<file path="src/tsr_stage_regs_note_end.sv">
// Empty unit that holds no logic
`default_nettype none
`default_nettype wire

</file>
<file path="src/tsr_pkg.sv">
// Shared constants for the stage status and routing register block
`default_nettype none
package tsr_pkg;
   // ==================================================================
   // Register map
   localparam int          ADDR_W          = 10;
   localparam int          DATA_W          = 16;
   localparam int          NUM_STAGES      = 12;
   localparam int          NUM_INPUTS      = 13;
   localparam int          LOW_INPUTS      = 7;
   localparam int          ROUTE_W         = 14;
   localparam logic [9:0]  ADDR_DEVICE_IDENTIFICATION  = 10'h017;
   localparam logic [9:0]  ADDR_NEAR_FLAGS = 10'h042;
   localparam logic [9:0]  ADDR_ROUTE_BASE = 10'h080;
   localparam logic [9:0]  ROUTE_STRIDE    = 10'h008;
   localparam logic [9:0]  ROUTE_LOW_SUB   = 10'h000;
   localparam logic [9:0]  ROUTE_HIGH_SUB  = 10'h001;

   // ==================================================================
   // Identification fields
   localparam logic [3:0]  REVISION_RESET  = 4'h0;
   // Arbitrary neutral part code
   localparam logic [11:0] PART_ID_DEFAULT = 12'h5a3;

   // ==================================================================
   // Reset values and route encodings
   localparam logic [11:0] NEAR_RESET      = 12'h000;
   localparam logic [13:0] ROUTE_RESET     = 14'h0000;
   localparam logic [15:0] RDATA_RESET     = 16'h0000;
   localparam logic [1:0]  ROUTE_OPEN      = 2'h0;
   localparam logic [1:0]  ROUTE_NEG       = 2'h1;
   localparam logic [1:0]  ROUTE_POS       = 2'h2;
   localparam logic [1:0]  ROUTE_BIAS      = 2'h3;
endpackage : tsr_pkg
`default_nettype wire

</file>
<file path="src/tsr_route_if.sv">
// Carrier between the register bank and the switch decoder
`timescale 1ns/1ps
`default_nettype none
interface tsr_route_if;
   logic        active;
   logic [13:0] word_low;
   logic [13:0] word_high;
   logic [12:0] to_neg;
   logic [12:0] to_pos;
   logic [12:0] to_bias;
   modport bank    (output active, output word_low, output word_high, input to_neg, input to_pos, input to_bias);
   modport decoder (input active, input word_low, input word_high, output to_neg, output to_pos, output to_bias);
endinterface : tsr_route_if
`default_nettype wire

</file>
<file path="src/tsr_stage_regs.sv">
// Identification, proximity status and per-stage routing registers
`timescale 1ns/1ps
`default_nettype none
// What this block does
// - A read-only identification word at 0x017 holds revision zero in bits 3:0 and the part code in bits 15:4.
// - A read-only word at 0x042 shows in bit n the proximity flag of stage n for stages 0 to 11, zero after reset.
// - Each of the twelve stages has its own low and high routing words that the host can write and read back.
// - In the low routing word input i is steered by bits 2i+1:2i for inputs 0 to 6.
// - Code 00 leaves the input off both converter inputs during that stage's conversion.
// - Code 01 connects the input to the converter's negative input.
// - Code 10 connects the input to the converter's positive input.
// - Code 11 ties the input to the bias node, which the host uses for unused inputs.
// - A high routing word per stage steers inputs 7 to 12 the same way from bit 0.
module tsr_stage_regs #(
   parameter logic [11:0] PART_ID = tsr_pkg::PART_ID_DEFAULT
) (
   input  wire logic        clock,
   input  wire logic        rst,
   input  wire logic [9:0]  reg_addr,
   input  wire logic [15:0] reg_wdata,
   input  wire logic        reg_wr,
   input  wire logic        reg_rd,
   output logic      [15:0] reg_rdata,
   output logic             reg_rvalid,
   input  wire logic [11:0] near_detect,
   output logic      [11:0] stage_near_detect_flag,
   input  wire logic        conv_active,
   input  wire logic [3:0]  conv_stage,
   output logic      [12:0] sense_input_to_neg,
   output logic      [12:0] sense_input_to_pos,
   output logic      [12:0] sense_input_to_bias
);
   // ==================================================================
   // State
   typedef struct packed {
      logic [11:0][13:0] route_low;
      logic [11:0][13:0] route_high;
      logic [11:0]       near;
      logic [15:0]       rdata;
      logic              rvalid;
      logic [12:0]       neg;
      logic [12:0]       pos;
      logic [12:0]       bias;
   } tsr_state_type;

   tsr_state_type state_ff;
   tsr_state_type nxt_state;
   tsr_route_if   rt ();

   // ==================================================================
   // Address decode
   // Returns {hit, high word, stage index}
   function automatic logic [5:0] route_decode(input logic [9:0] addr);
      logic [9:0] rel;
      logic [9:0] idx;
      logic [9:0] sub;
      rel = addr - tsr_pkg::ADDR_ROUTE_BASE;
      idx = rel / tsr_pkg::ROUTE_STRIDE;
      sub = rel % tsr_pkg::ROUTE_STRIDE;
      route_decode = 6'h00;
      if (addr >= tsr_pkg::ADDR_ROUTE_BASE && idx < 10'(tsr_pkg::NUM_STAGES)) begin
         if (sub == tsr_pkg::ROUTE_LOW_SUB) begin
            route_decode = {2'b10, idx[3:0]};
         end else if (sub == tsr_pkg::ROUTE_HIGH_SUB) begin
            route_decode = {2'b11, idx[3:0]};
         end
      end
   endfunction : route_decode

   // ==================================================================
   // Route selection for the converting stage
   assign rt.active    = conv_active && (conv_stage < 4'(tsr_pkg::NUM_STAGES));
   assign rt.word_low  = rt.active ? state_ff.route_low[conv_stage] : tsr_pkg::ROUTE_RESET;
   assign rt.word_high = rt.active ? state_ff.route_high[conv_stage] : tsr_pkg::ROUTE_RESET;

   tsr_route_decode u_decode (
      .rt (rt.decoder)
   );

   // ==================================================================
   // Next state
   always_comb begin
      logic [5:0] wr_hit;
      logic [5:0] rd_hit;
      wr_hit    = route_decode(reg_addr);
      rd_hit    = wr_hit;
      nxt_state = state_ff;
      // Flags follow the detection logic only, never the bus
      nxt_state.near   = near_detect;
      nxt_state.neg    = rt.to_neg;
      nxt_state.pos    = rt.to_pos;
      nxt_state.bias   = rt.to_bias;
      nxt_state.rvalid = reg_rd;
      if (reg_wr && wr_hit[5]) begin
         if (wr_hit[4]) begin
            nxt_state.route_high[wr_hit[3:0]] = reg_wdata[13:0];
         end else begin
            nxt_state.route_low[wr_hit[3:0]] = reg_wdata[13:0];
         end
      end
      if (reg_rd) begin
         if (reg_addr == tsr_pkg::ADDR_DEVICE_IDENTIFICATION) begin
            nxt_state.rdata = {PART_ID, tsr_pkg::REVISION_RESET};
         end else if (reg_addr == tsr_pkg::ADDR_NEAR_FLAGS) begin
            nxt_state.rdata = {4'h0, state_ff.near};
         end else if (rd_hit[5] && rd_hit[4]) begin
            nxt_state.rdata = {2'h0, state_ff.route_high[rd_hit[3:0]]};
         end else if (rd_hit[5]) begin
            nxt_state.rdata = {2'h0, state_ff.route_low[rd_hit[3:0]]};
         end else begin
            nxt_state.rdata = tsr_pkg::RDATA_RESET;
         end
      end
   end

   always_ff @(posedge clock or posedge rst) begin
      if (rst) begin
         state_ff <= '0;
      end else begin
         state_ff <= nxt_state;
      end
   end

   assign reg_rdata              = state_ff.rdata;
   assign reg_rvalid             = state_ff.rvalid;
   assign stage_near_detect_flag = state_ff.near;
   assign sense_input_to_neg     = state_ff.neg;
   assign sense_input_to_pos     = state_ff.pos;
   assign sense_input_to_bias    = state_ff.bias;

   // ==================================================================
   // Checks
   a_id_read_value: assert property (@(posedge clock) disable iff (rst)
      reg_rd && reg_addr == tsr_pkg::ADDR_DEVICE_IDENTIFICATION |=> reg_rvalid && reg_rdata == {PART_ID, 4'h0})
      else $error("identification read wrong");

   a_near_flag_track: assert property (@(posedge clock) disable iff (rst)
      !rst |=> stage_near_detect_flag == $past(near_detect) ##1
         (!$past(reg_rd) || $past(reg_addr) != tsr_pkg::ADDR_NEAR_FLAGS ||
          reg_rdata == {4'h0, $past(stage_near_detect_flag)}))
      else $error("proximity flags wrong");

   a_route_readback: assert property (@(posedge clock) disable iff (rst)
      reg_wr && route_decode(reg_addr) >= 6'h20 ##1 reg_rd && !reg_wr && reg_addr == $past(reg_addr)
      |=> reg_rdata == ($past(reg_wdata, 2) & 16'h3fff))
      else $error("routing word readback wrong");

   a_field_six_pos: assert property (@(posedge clock) disable iff (rst)
      rt.active && rt.word_low[13:12] == tsr_pkg::ROUTE_POS |=> sense_input_to_pos[6] && !sense_input_to_neg[6])
      else $error("input six field misplaced");

   a_open_when_idle: assert property (@(posedge clock) disable iff (rst)
      (!conv_active || rt.word_low[1:0] == tsr_pkg::ROUTE_OPEN) |=>
         !sense_input_to_neg[0] && !sense_input_to_pos[0] && !sense_input_to_bias[0])
      else $error("input left connected");

   a_neg_connect: assert property (@(posedge clock) disable iff (rst)
      rt.active && rt.word_low[1:0] == tsr_pkg::ROUTE_NEG |=> sense_input_to_neg[0] && !sense_input_to_pos[0])
      else $error("negative routing wrong");

   a_pos_connect: assert property (@(posedge clock) disable iff (rst)
      rt.active && rt.word_low[3:2] == tsr_pkg::ROUTE_POS |=> sense_input_to_pos[1] && !sense_input_to_bias[1])
      else $error("positive routing wrong");

   a_bias_connect: assert property (@(posedge clock) disable iff (rst)
      rt.active && rt.word_low[1:0] == tsr_pkg::ROUTE_BIAS |=> sense_input_to_bias[0] && !sense_input_to_neg[0])
      else $error("bias routing wrong");

   a_high_word_bias: assert property (@(posedge clock) disable iff (rst)
      rt.active && rt.word_high[1:0] == tsr_pkg::ROUTE_BIAS |=> sense_input_to_bias[7] && !sense_input_to_pos[7])
      else $error("input seven routing wrong");

   a_ro_write_ignored: assert property (@(posedge clock) disable iff (rst)
      reg_wr && (reg_addr == tsr_pkg::ADDR_DEVICE_IDENTIFICATION || reg_addr == tsr_pkg::ADDR_NEAR_FLAGS)
      |=> stage_near_detect_flag == $past(near_detect) && $stable(state_ff.route_low) &&
         $stable(state_ff.route_high))
      else $error("read-only write had effect");

   // ==================================================================
   // Read path checks
   a_rvalid_follow: assert property (@(posedge clock) disable iff (rst)
      reg_rd |=> reg_rvalid)
      else $error("read answer missing");

   a_rvalid_single: assert property (@(posedge clock) disable iff (rst)
      !reg_rd |=> !reg_rvalid)
      else $error("read answer without request");

   a_near_upper_zero: assert property (@(posedge clock) disable iff (rst)
      reg_rd && reg_addr == tsr_pkg::ADDR_NEAR_FLAGS |=> reg_rvalid && reg_rdata[15:12] == 4'h0)
      else $error("proximity upper bits set");

   a_route_upper_zero: assert property (@(posedge clock) disable iff (rst)
      reg_rd && route_decode(reg_addr) >= 6'h20 |=> reg_rdata[15:14] == 2'h0)
      else $error("routing upper bits set");

   // ==================================================================
   // Switch checks
   a_idle_all_open: assert property (@(posedge clock) disable iff (rst)
      !rt.active |=> sense_input_to_neg == 13'h0 && sense_input_to_pos == 13'h0 && sense_input_to_bias == 13'h0)
      else $error("switch closed while idle");

   a_one_path_only: assert property (@(posedge clock) disable iff (rst)
      1'b1 |=> ((sense_input_to_neg & sense_input_to_pos) | (sense_input_to_neg & sense_input_to_bias) |
         (sense_input_to_pos & sense_input_to_bias)) == 13'h0)
      else $error("input on two paths");

   a_input_three_neg: assert property (@(posedge clock) disable iff (rst)
      rt.active && rt.word_low[7:6] == tsr_pkg::ROUTE_NEG |=> sense_input_to_neg[3] && !sense_input_to_pos[3])
      else $error("input three routing wrong");

   a_input_six_bias: assert property (@(posedge clock) disable iff (rst)
      rt.active && rt.word_low[13:12] == tsr_pkg::ROUTE_BIAS |=> sense_input_to_bias[6] && !sense_input_to_pos[6])
      else $error("input six bias wrong");

   a_input_nine_pos: assert property (@(posedge clock) disable iff (rst)
      rt.active && rt.word_high[5:4] == tsr_pkg::ROUTE_POS |=> sense_input_to_pos[9] && !sense_input_to_neg[9])
      else $error("input nine routing wrong");

   a_input_twelve_neg: assert property (@(posedge clock) disable iff (rst)
      rt.active && rt.word_high[11:10] == tsr_pkg::ROUTE_NEG |=> sense_input_to_neg[12] && !sense_input_to_bias[12])
      else $error("input twelve routing wrong");
endmodule : tsr_stage_regs
`default_nettype wire

</file>
<file path="src/tsr_route_decode.sv">
// Decodes the two routing words of the converting stage into switch enables
`timescale 1ns/1ps
`default_nettype none
module tsr_route_decode (
   tsr_route_if.decoder rt
);
   // ==================================================================
   // Field decode
   function automatic logic [2:0] decode_field(input logic [1:0] code);
      // Returns {bias, pos, neg}
      case (code)
         tsr_pkg::ROUTE_NEG:  decode_field = 3'h1;
         tsr_pkg::ROUTE_POS:  decode_field = 3'h2;
         tsr_pkg::ROUTE_BIAS: decode_field = 3'h4;
         default:             decode_field = 3'h0;
      endcase
   endfunction : decode_field

   always_comb begin
      logic [2:0]  sw;
      logic [25:0] codes;
      sw    = 3'h0;
      codes = {rt.word_high[11:0], rt.word_low};
      for (int i = 0; i < tsr_pkg::NUM_INPUTS; i++) begin
         sw = rt.active ? decode_field(codes[2*i +: 2]) : 3'h0;
         rt.to_neg[i]  = sw[0];
         rt.to_pos[i]  = sw[1];
         rt.to_bias[i] = sw[2];
      end
   end
endmodule : tsr_route_decode
`default_nettype wire

</file>
<file path="config.mk">
export PLATFORM = sky130hd
export DESIGN_NAME = tsr_stage_regs
export DESIGN_NICKNAME = d
export VERILOG_FILES = /design/src/tsr_stage_regs_note_end.sv /design/src/tsr_pkg.sv /design/src/tsr_route_if.sv /design/src/tsr_stage_regs.sv /design/src/tsr_route_decode.sv
export SDC_FILE = /design/constraint.sdc
export NUM_CORES = 1
export LEC_CHECK = 0
export BUFFER_PORTS_ARGS = -buffer_cell sky130_fd_sc_hd__buf_2
export CELL_PAD_IN_SITES_DETAIL_PLACEMENT = 1
export CELL_PAD_IN_SITES_GLOBAL_PLACEMENT = 2
export CORE_ASPECT_RATIO = 1.5
export CORE_MARGIN = 5
export CORE_UTILIZATION = 40
export CTS_BUF_LIST = sky130_fd_sc_hd__clkbuf_8
export DETAILED_ROUTE_END_ITERATION = 16
export MAX_ROUTING_LAYER = met4
export PLACE_DENSITY = 0.71
export SLEW_MARGIN = 40
export SYNTH_ARGS = -nofsm -noshare
export SYNTH_HDL_FRONTEND = slang
export SYNTH_SLANG_ARGS = --single-unit
export TNS_END_PERCENT = 30
</file>
<file path="constraint.sdc">
create_clock -name clock -period 30.4 [get_ports clock]
set_clock_uncertainty 0.2 [all_clocks]
set_input_delay 3.04 -clock clock [delete_from_list [all_inputs] [get_ports clock]]
set_output_delay 3.04 -clock clock [all_outputs]
set_load 0.03 [all_outputs]
</file>
==> metrics <==
Worst Path Required 30.71 ns; Syn. warnings 0; Pleak roughly 11 nW; Filler Cell Count 5231; buffers added on ports 111; clock buffer depth 3; GP Congestion 0.808; drt drc 0; number of global-route vias before repair 15800; Post-synth EDFFs 0; worst-path fanout max 10; Initial Utilization ~41%; ys flop type dfrtp_1; fin cells 2319; synth unique cells 76; RSZ-0062 raised after global routing false; Tcrit/Tclk final roughly a fifth; global-route wire length before repair 105 mm; Register Area 10100 um^2; via/cell ratio 6.14; Core ar. 50700 um^2; startpoint types input port; DIE AREA roughly 56000 um^2; Worst EP arrival between 6 and 7 ns; CTS sink cnt ~400; worst slew pin tran 0.894 ns; row count between 100 and 150; Seq/Total Area, Yosys 49.1%; hold_buf cts 0; fraction of layout cells with a size suffix above 1 42.8%; max cap viols 0; Die Wd 195 um; GRT Total Usage 26.0%; Layout area overhead 10.1%; Cell Area, Synth 20500 um^2; DRT iter0 DRCs 928; Fmax achieved 0.169 GHz; # IOs 115; largest net degree at the start of global routing 106; pins over their slew limit 0; Worst slew margin 40.4%; Post-Syn Instances 1590; post-DR wirelength/cell 30.6 um; CTS root buf clkbuf_8; htree depth 3; post-cts resize count 0; asr flop ratio synth 100%; number of CTS-inserted buffers 66; Detailed Routing Iterations Pass 1 5; Die Height 287 um; fin nets 1653; status complete, no violations; syn_area_per_cell 12.9 um^2; Crit Path Class input port to register; Power Density around 48 nW/um^2; Yosys reg bits 403; fin crit period 5.93 ns; Final Hold Viols 0; routed vias 14200; TNS Setup 0 ns; setup repair bufs after CTS 0; Setup crit end kind register; Final ANT Viol Nets 0; GR Overflow Total 0; initial antenna violation count 1; hold crit path type register to register; Setup violations, final 0; Max IR drop VDD 0.0266 mV; Detailed Place HPWL 44.7 mm; area of the multi-input gates 9410 um^2; Detailed Route WL 71.0 mm; Post-Syn Nets 1638; clk_lat worst skew 0.63 ns; Worst-path clk slew 0.06 ns; CTS tree yes; placed insts 2206
-- power by group --
part,total [mW],switching [mW],internal [mW]
Combinational,0.0660,0.0502,0.0158
Clock,0.484,0.223,0.261
Sequential,0.541,0.00208,0.539
Total,1.09,0.275,0.816
-- final cells by class --
cell class,count,area share [%]
inverters,8,0.166
multi-input cells,976,41.7
clock inverters,29,0.770
clock buffers,83,5.06
diodes,1,0.0111
well taps,669,3.70
flip-flops and latches,403,44.6
repair buffers,150,4.00
-- path summary, 6_finish.rpt --
path,from,to,slack (ns),cells after the start
max reg2reg,state_ff[240]$_DFFE_PP0P_,reg_rdata[4]$_DFFE_PP0P_,28.19,5
max,reg_addr[7],state_ff[290]$_DFFE_PP0P_,24.47,10
min,state_ff[109]$_DFFE_PP0P_,state_ff[109]$_DFFE_PP0P_,0.31,1
max in group asynchronous,rst,state_ff[360]$_DFFE_PP0P_,25.66,5
min in group asynchronous,rst,sense_input_to_neg[7]$_DFF_PP0_,2.31,2
min reg2reg,state_ff[109]$_DFFE_PP0P_,state_ff[109]$_DFFE_PP0P_,0.31,1
-- critical path, stage by stage --
cell       delay, ns
buf_2           0.11
inv_1           0.04
ha_1            0.28
nand4bb_1       0.10
buf_4           0.23
nor4_4          0.75
nand3_1         0.28
nor2_1          0.67
buf_4           0.36
mux2_2          0.36
-- synthesized netlist by cell type, types with 5 or more instances --
library cell	count	area share, %
o22ai_1	30	0.91
mux4_2	79	8.7
a211oi_1	5	0.18
a311oi_1	10	0.43
nor2_1	70	1.3
nand2_1	72	1.3
a221oi_1	20	0.85
dfrtp_1	403	49
o221ai_1	8	0.34
o21ai_0	29	0.71
o31ai_1	5	0.18
a221o_1	8	0.39
and3_1	17	0.52
buf_4	70	2.6
a21oi_1	35	0.85
mux2_2	347	19
nor3_1	14	0.34
inv_1	6	0.11
nor2b_1	5	0.15
nor4_1	5	0.15
mux2i_1	40	2.0
a31oi_1	7	0.21
buf_2	54	1.3
a22oi_1	50	1.8
nand4_1	10	0.30
nand3_1	10	0.24
buf_1	18	0.33
clkbuf_1	60	1.1
o2bb2ai_1	21	0.90
-- metrics by stage --
stage                     worst slack [ns]  utilization (%)  power, mW  cell area, um^2  hold WS (ns)
after floorplan                      15.95                -      0.592            20500         0.258
after global placement               23.60             41.7      0.615            21100         0.278
after detailed placement             23.80             42.0      0.618            21300         0.294
after CTS                            24.46             44.6       1.11            22600         0.308
after global routing                 24.34             44.6       1.13            22600         0.330
final                                24.47             44.6       1.09            22600         0.306
-- logic make-up (layout without fill, tap and decap cells) --
kind of cell / after synthesis / after routing / synth area share [%]
xor gates and xnor gates: 3 / 3 / 0.219
AOI/OAI and AO/OA: 267 / 267 / 9.51
other: 1 / 2 / 0.0183
buffers and inverters: 211 / 270 / 5.50
and+or+nand+nor: 235 / 235 / 5.75
DFF: 403 / 403 / 49.1
muxes: 469 / 469 / 29.8
adders and majority gates: 1 / 1 / 0.0609
-- per-layer routing --
metal,GRT usage [%],up-vias,wire (um)
met2,45.0,494,36800
met1,28.6,7555,26400
met4,13.0,0,3910
met3,5.00,195,3940
met5,-,-,0
li1,-,5985,-
-- cell usage in the layout, fill, tap and decap left out, types with 5 or more instances in the layout --
| cell type | n |
|---|---|
| nor3_1 | 14 |
| nand2_2 | 17 |
| a221o_1 | 8 |
| nand2_1 | 55 |
| o2bb2ai_1 | 21 |
| nor2b_1 | 5 |
| a221oi_1 | 20 |
| a31oi_1 | 7 |
| a21oi_1 | 35 |
| mux4_2 | 79 |
| a311oi_1 | 10 |
| o221ai_1 | 8 |
| a22oi_1 | 50 |
| mux2i_1 | 40 |
| mux2_2 | 347 |
| o22ai_1 | 30 |
| nor2_1 | 70 |
| nand4_1 | 10 |
| a211oi_1 | 5 |
| dfrtp_1 | 403 |
| o31ai_1 | 5 |
| clkbuf_8 | 83 |
| buf_2 | 108 |
| nand3_1 | 10 |
| inv_1 | 26 |
| and3_1 | 15 |
| buf_4 | 36 |
| o21ai_0 | 29 |
-- flip-flops by register name, indices dropped and copies added (netlist names) --
name                    count
stage_near_detect_flag     12
sense_input_to_neg         13
sense_input_to_bias        13
reg_rdata                  15
sense_input_to_pos         13
state_ff                  336
reg_rvalid                  1
No activity file was read; power rests on OpenSTA's default activity.
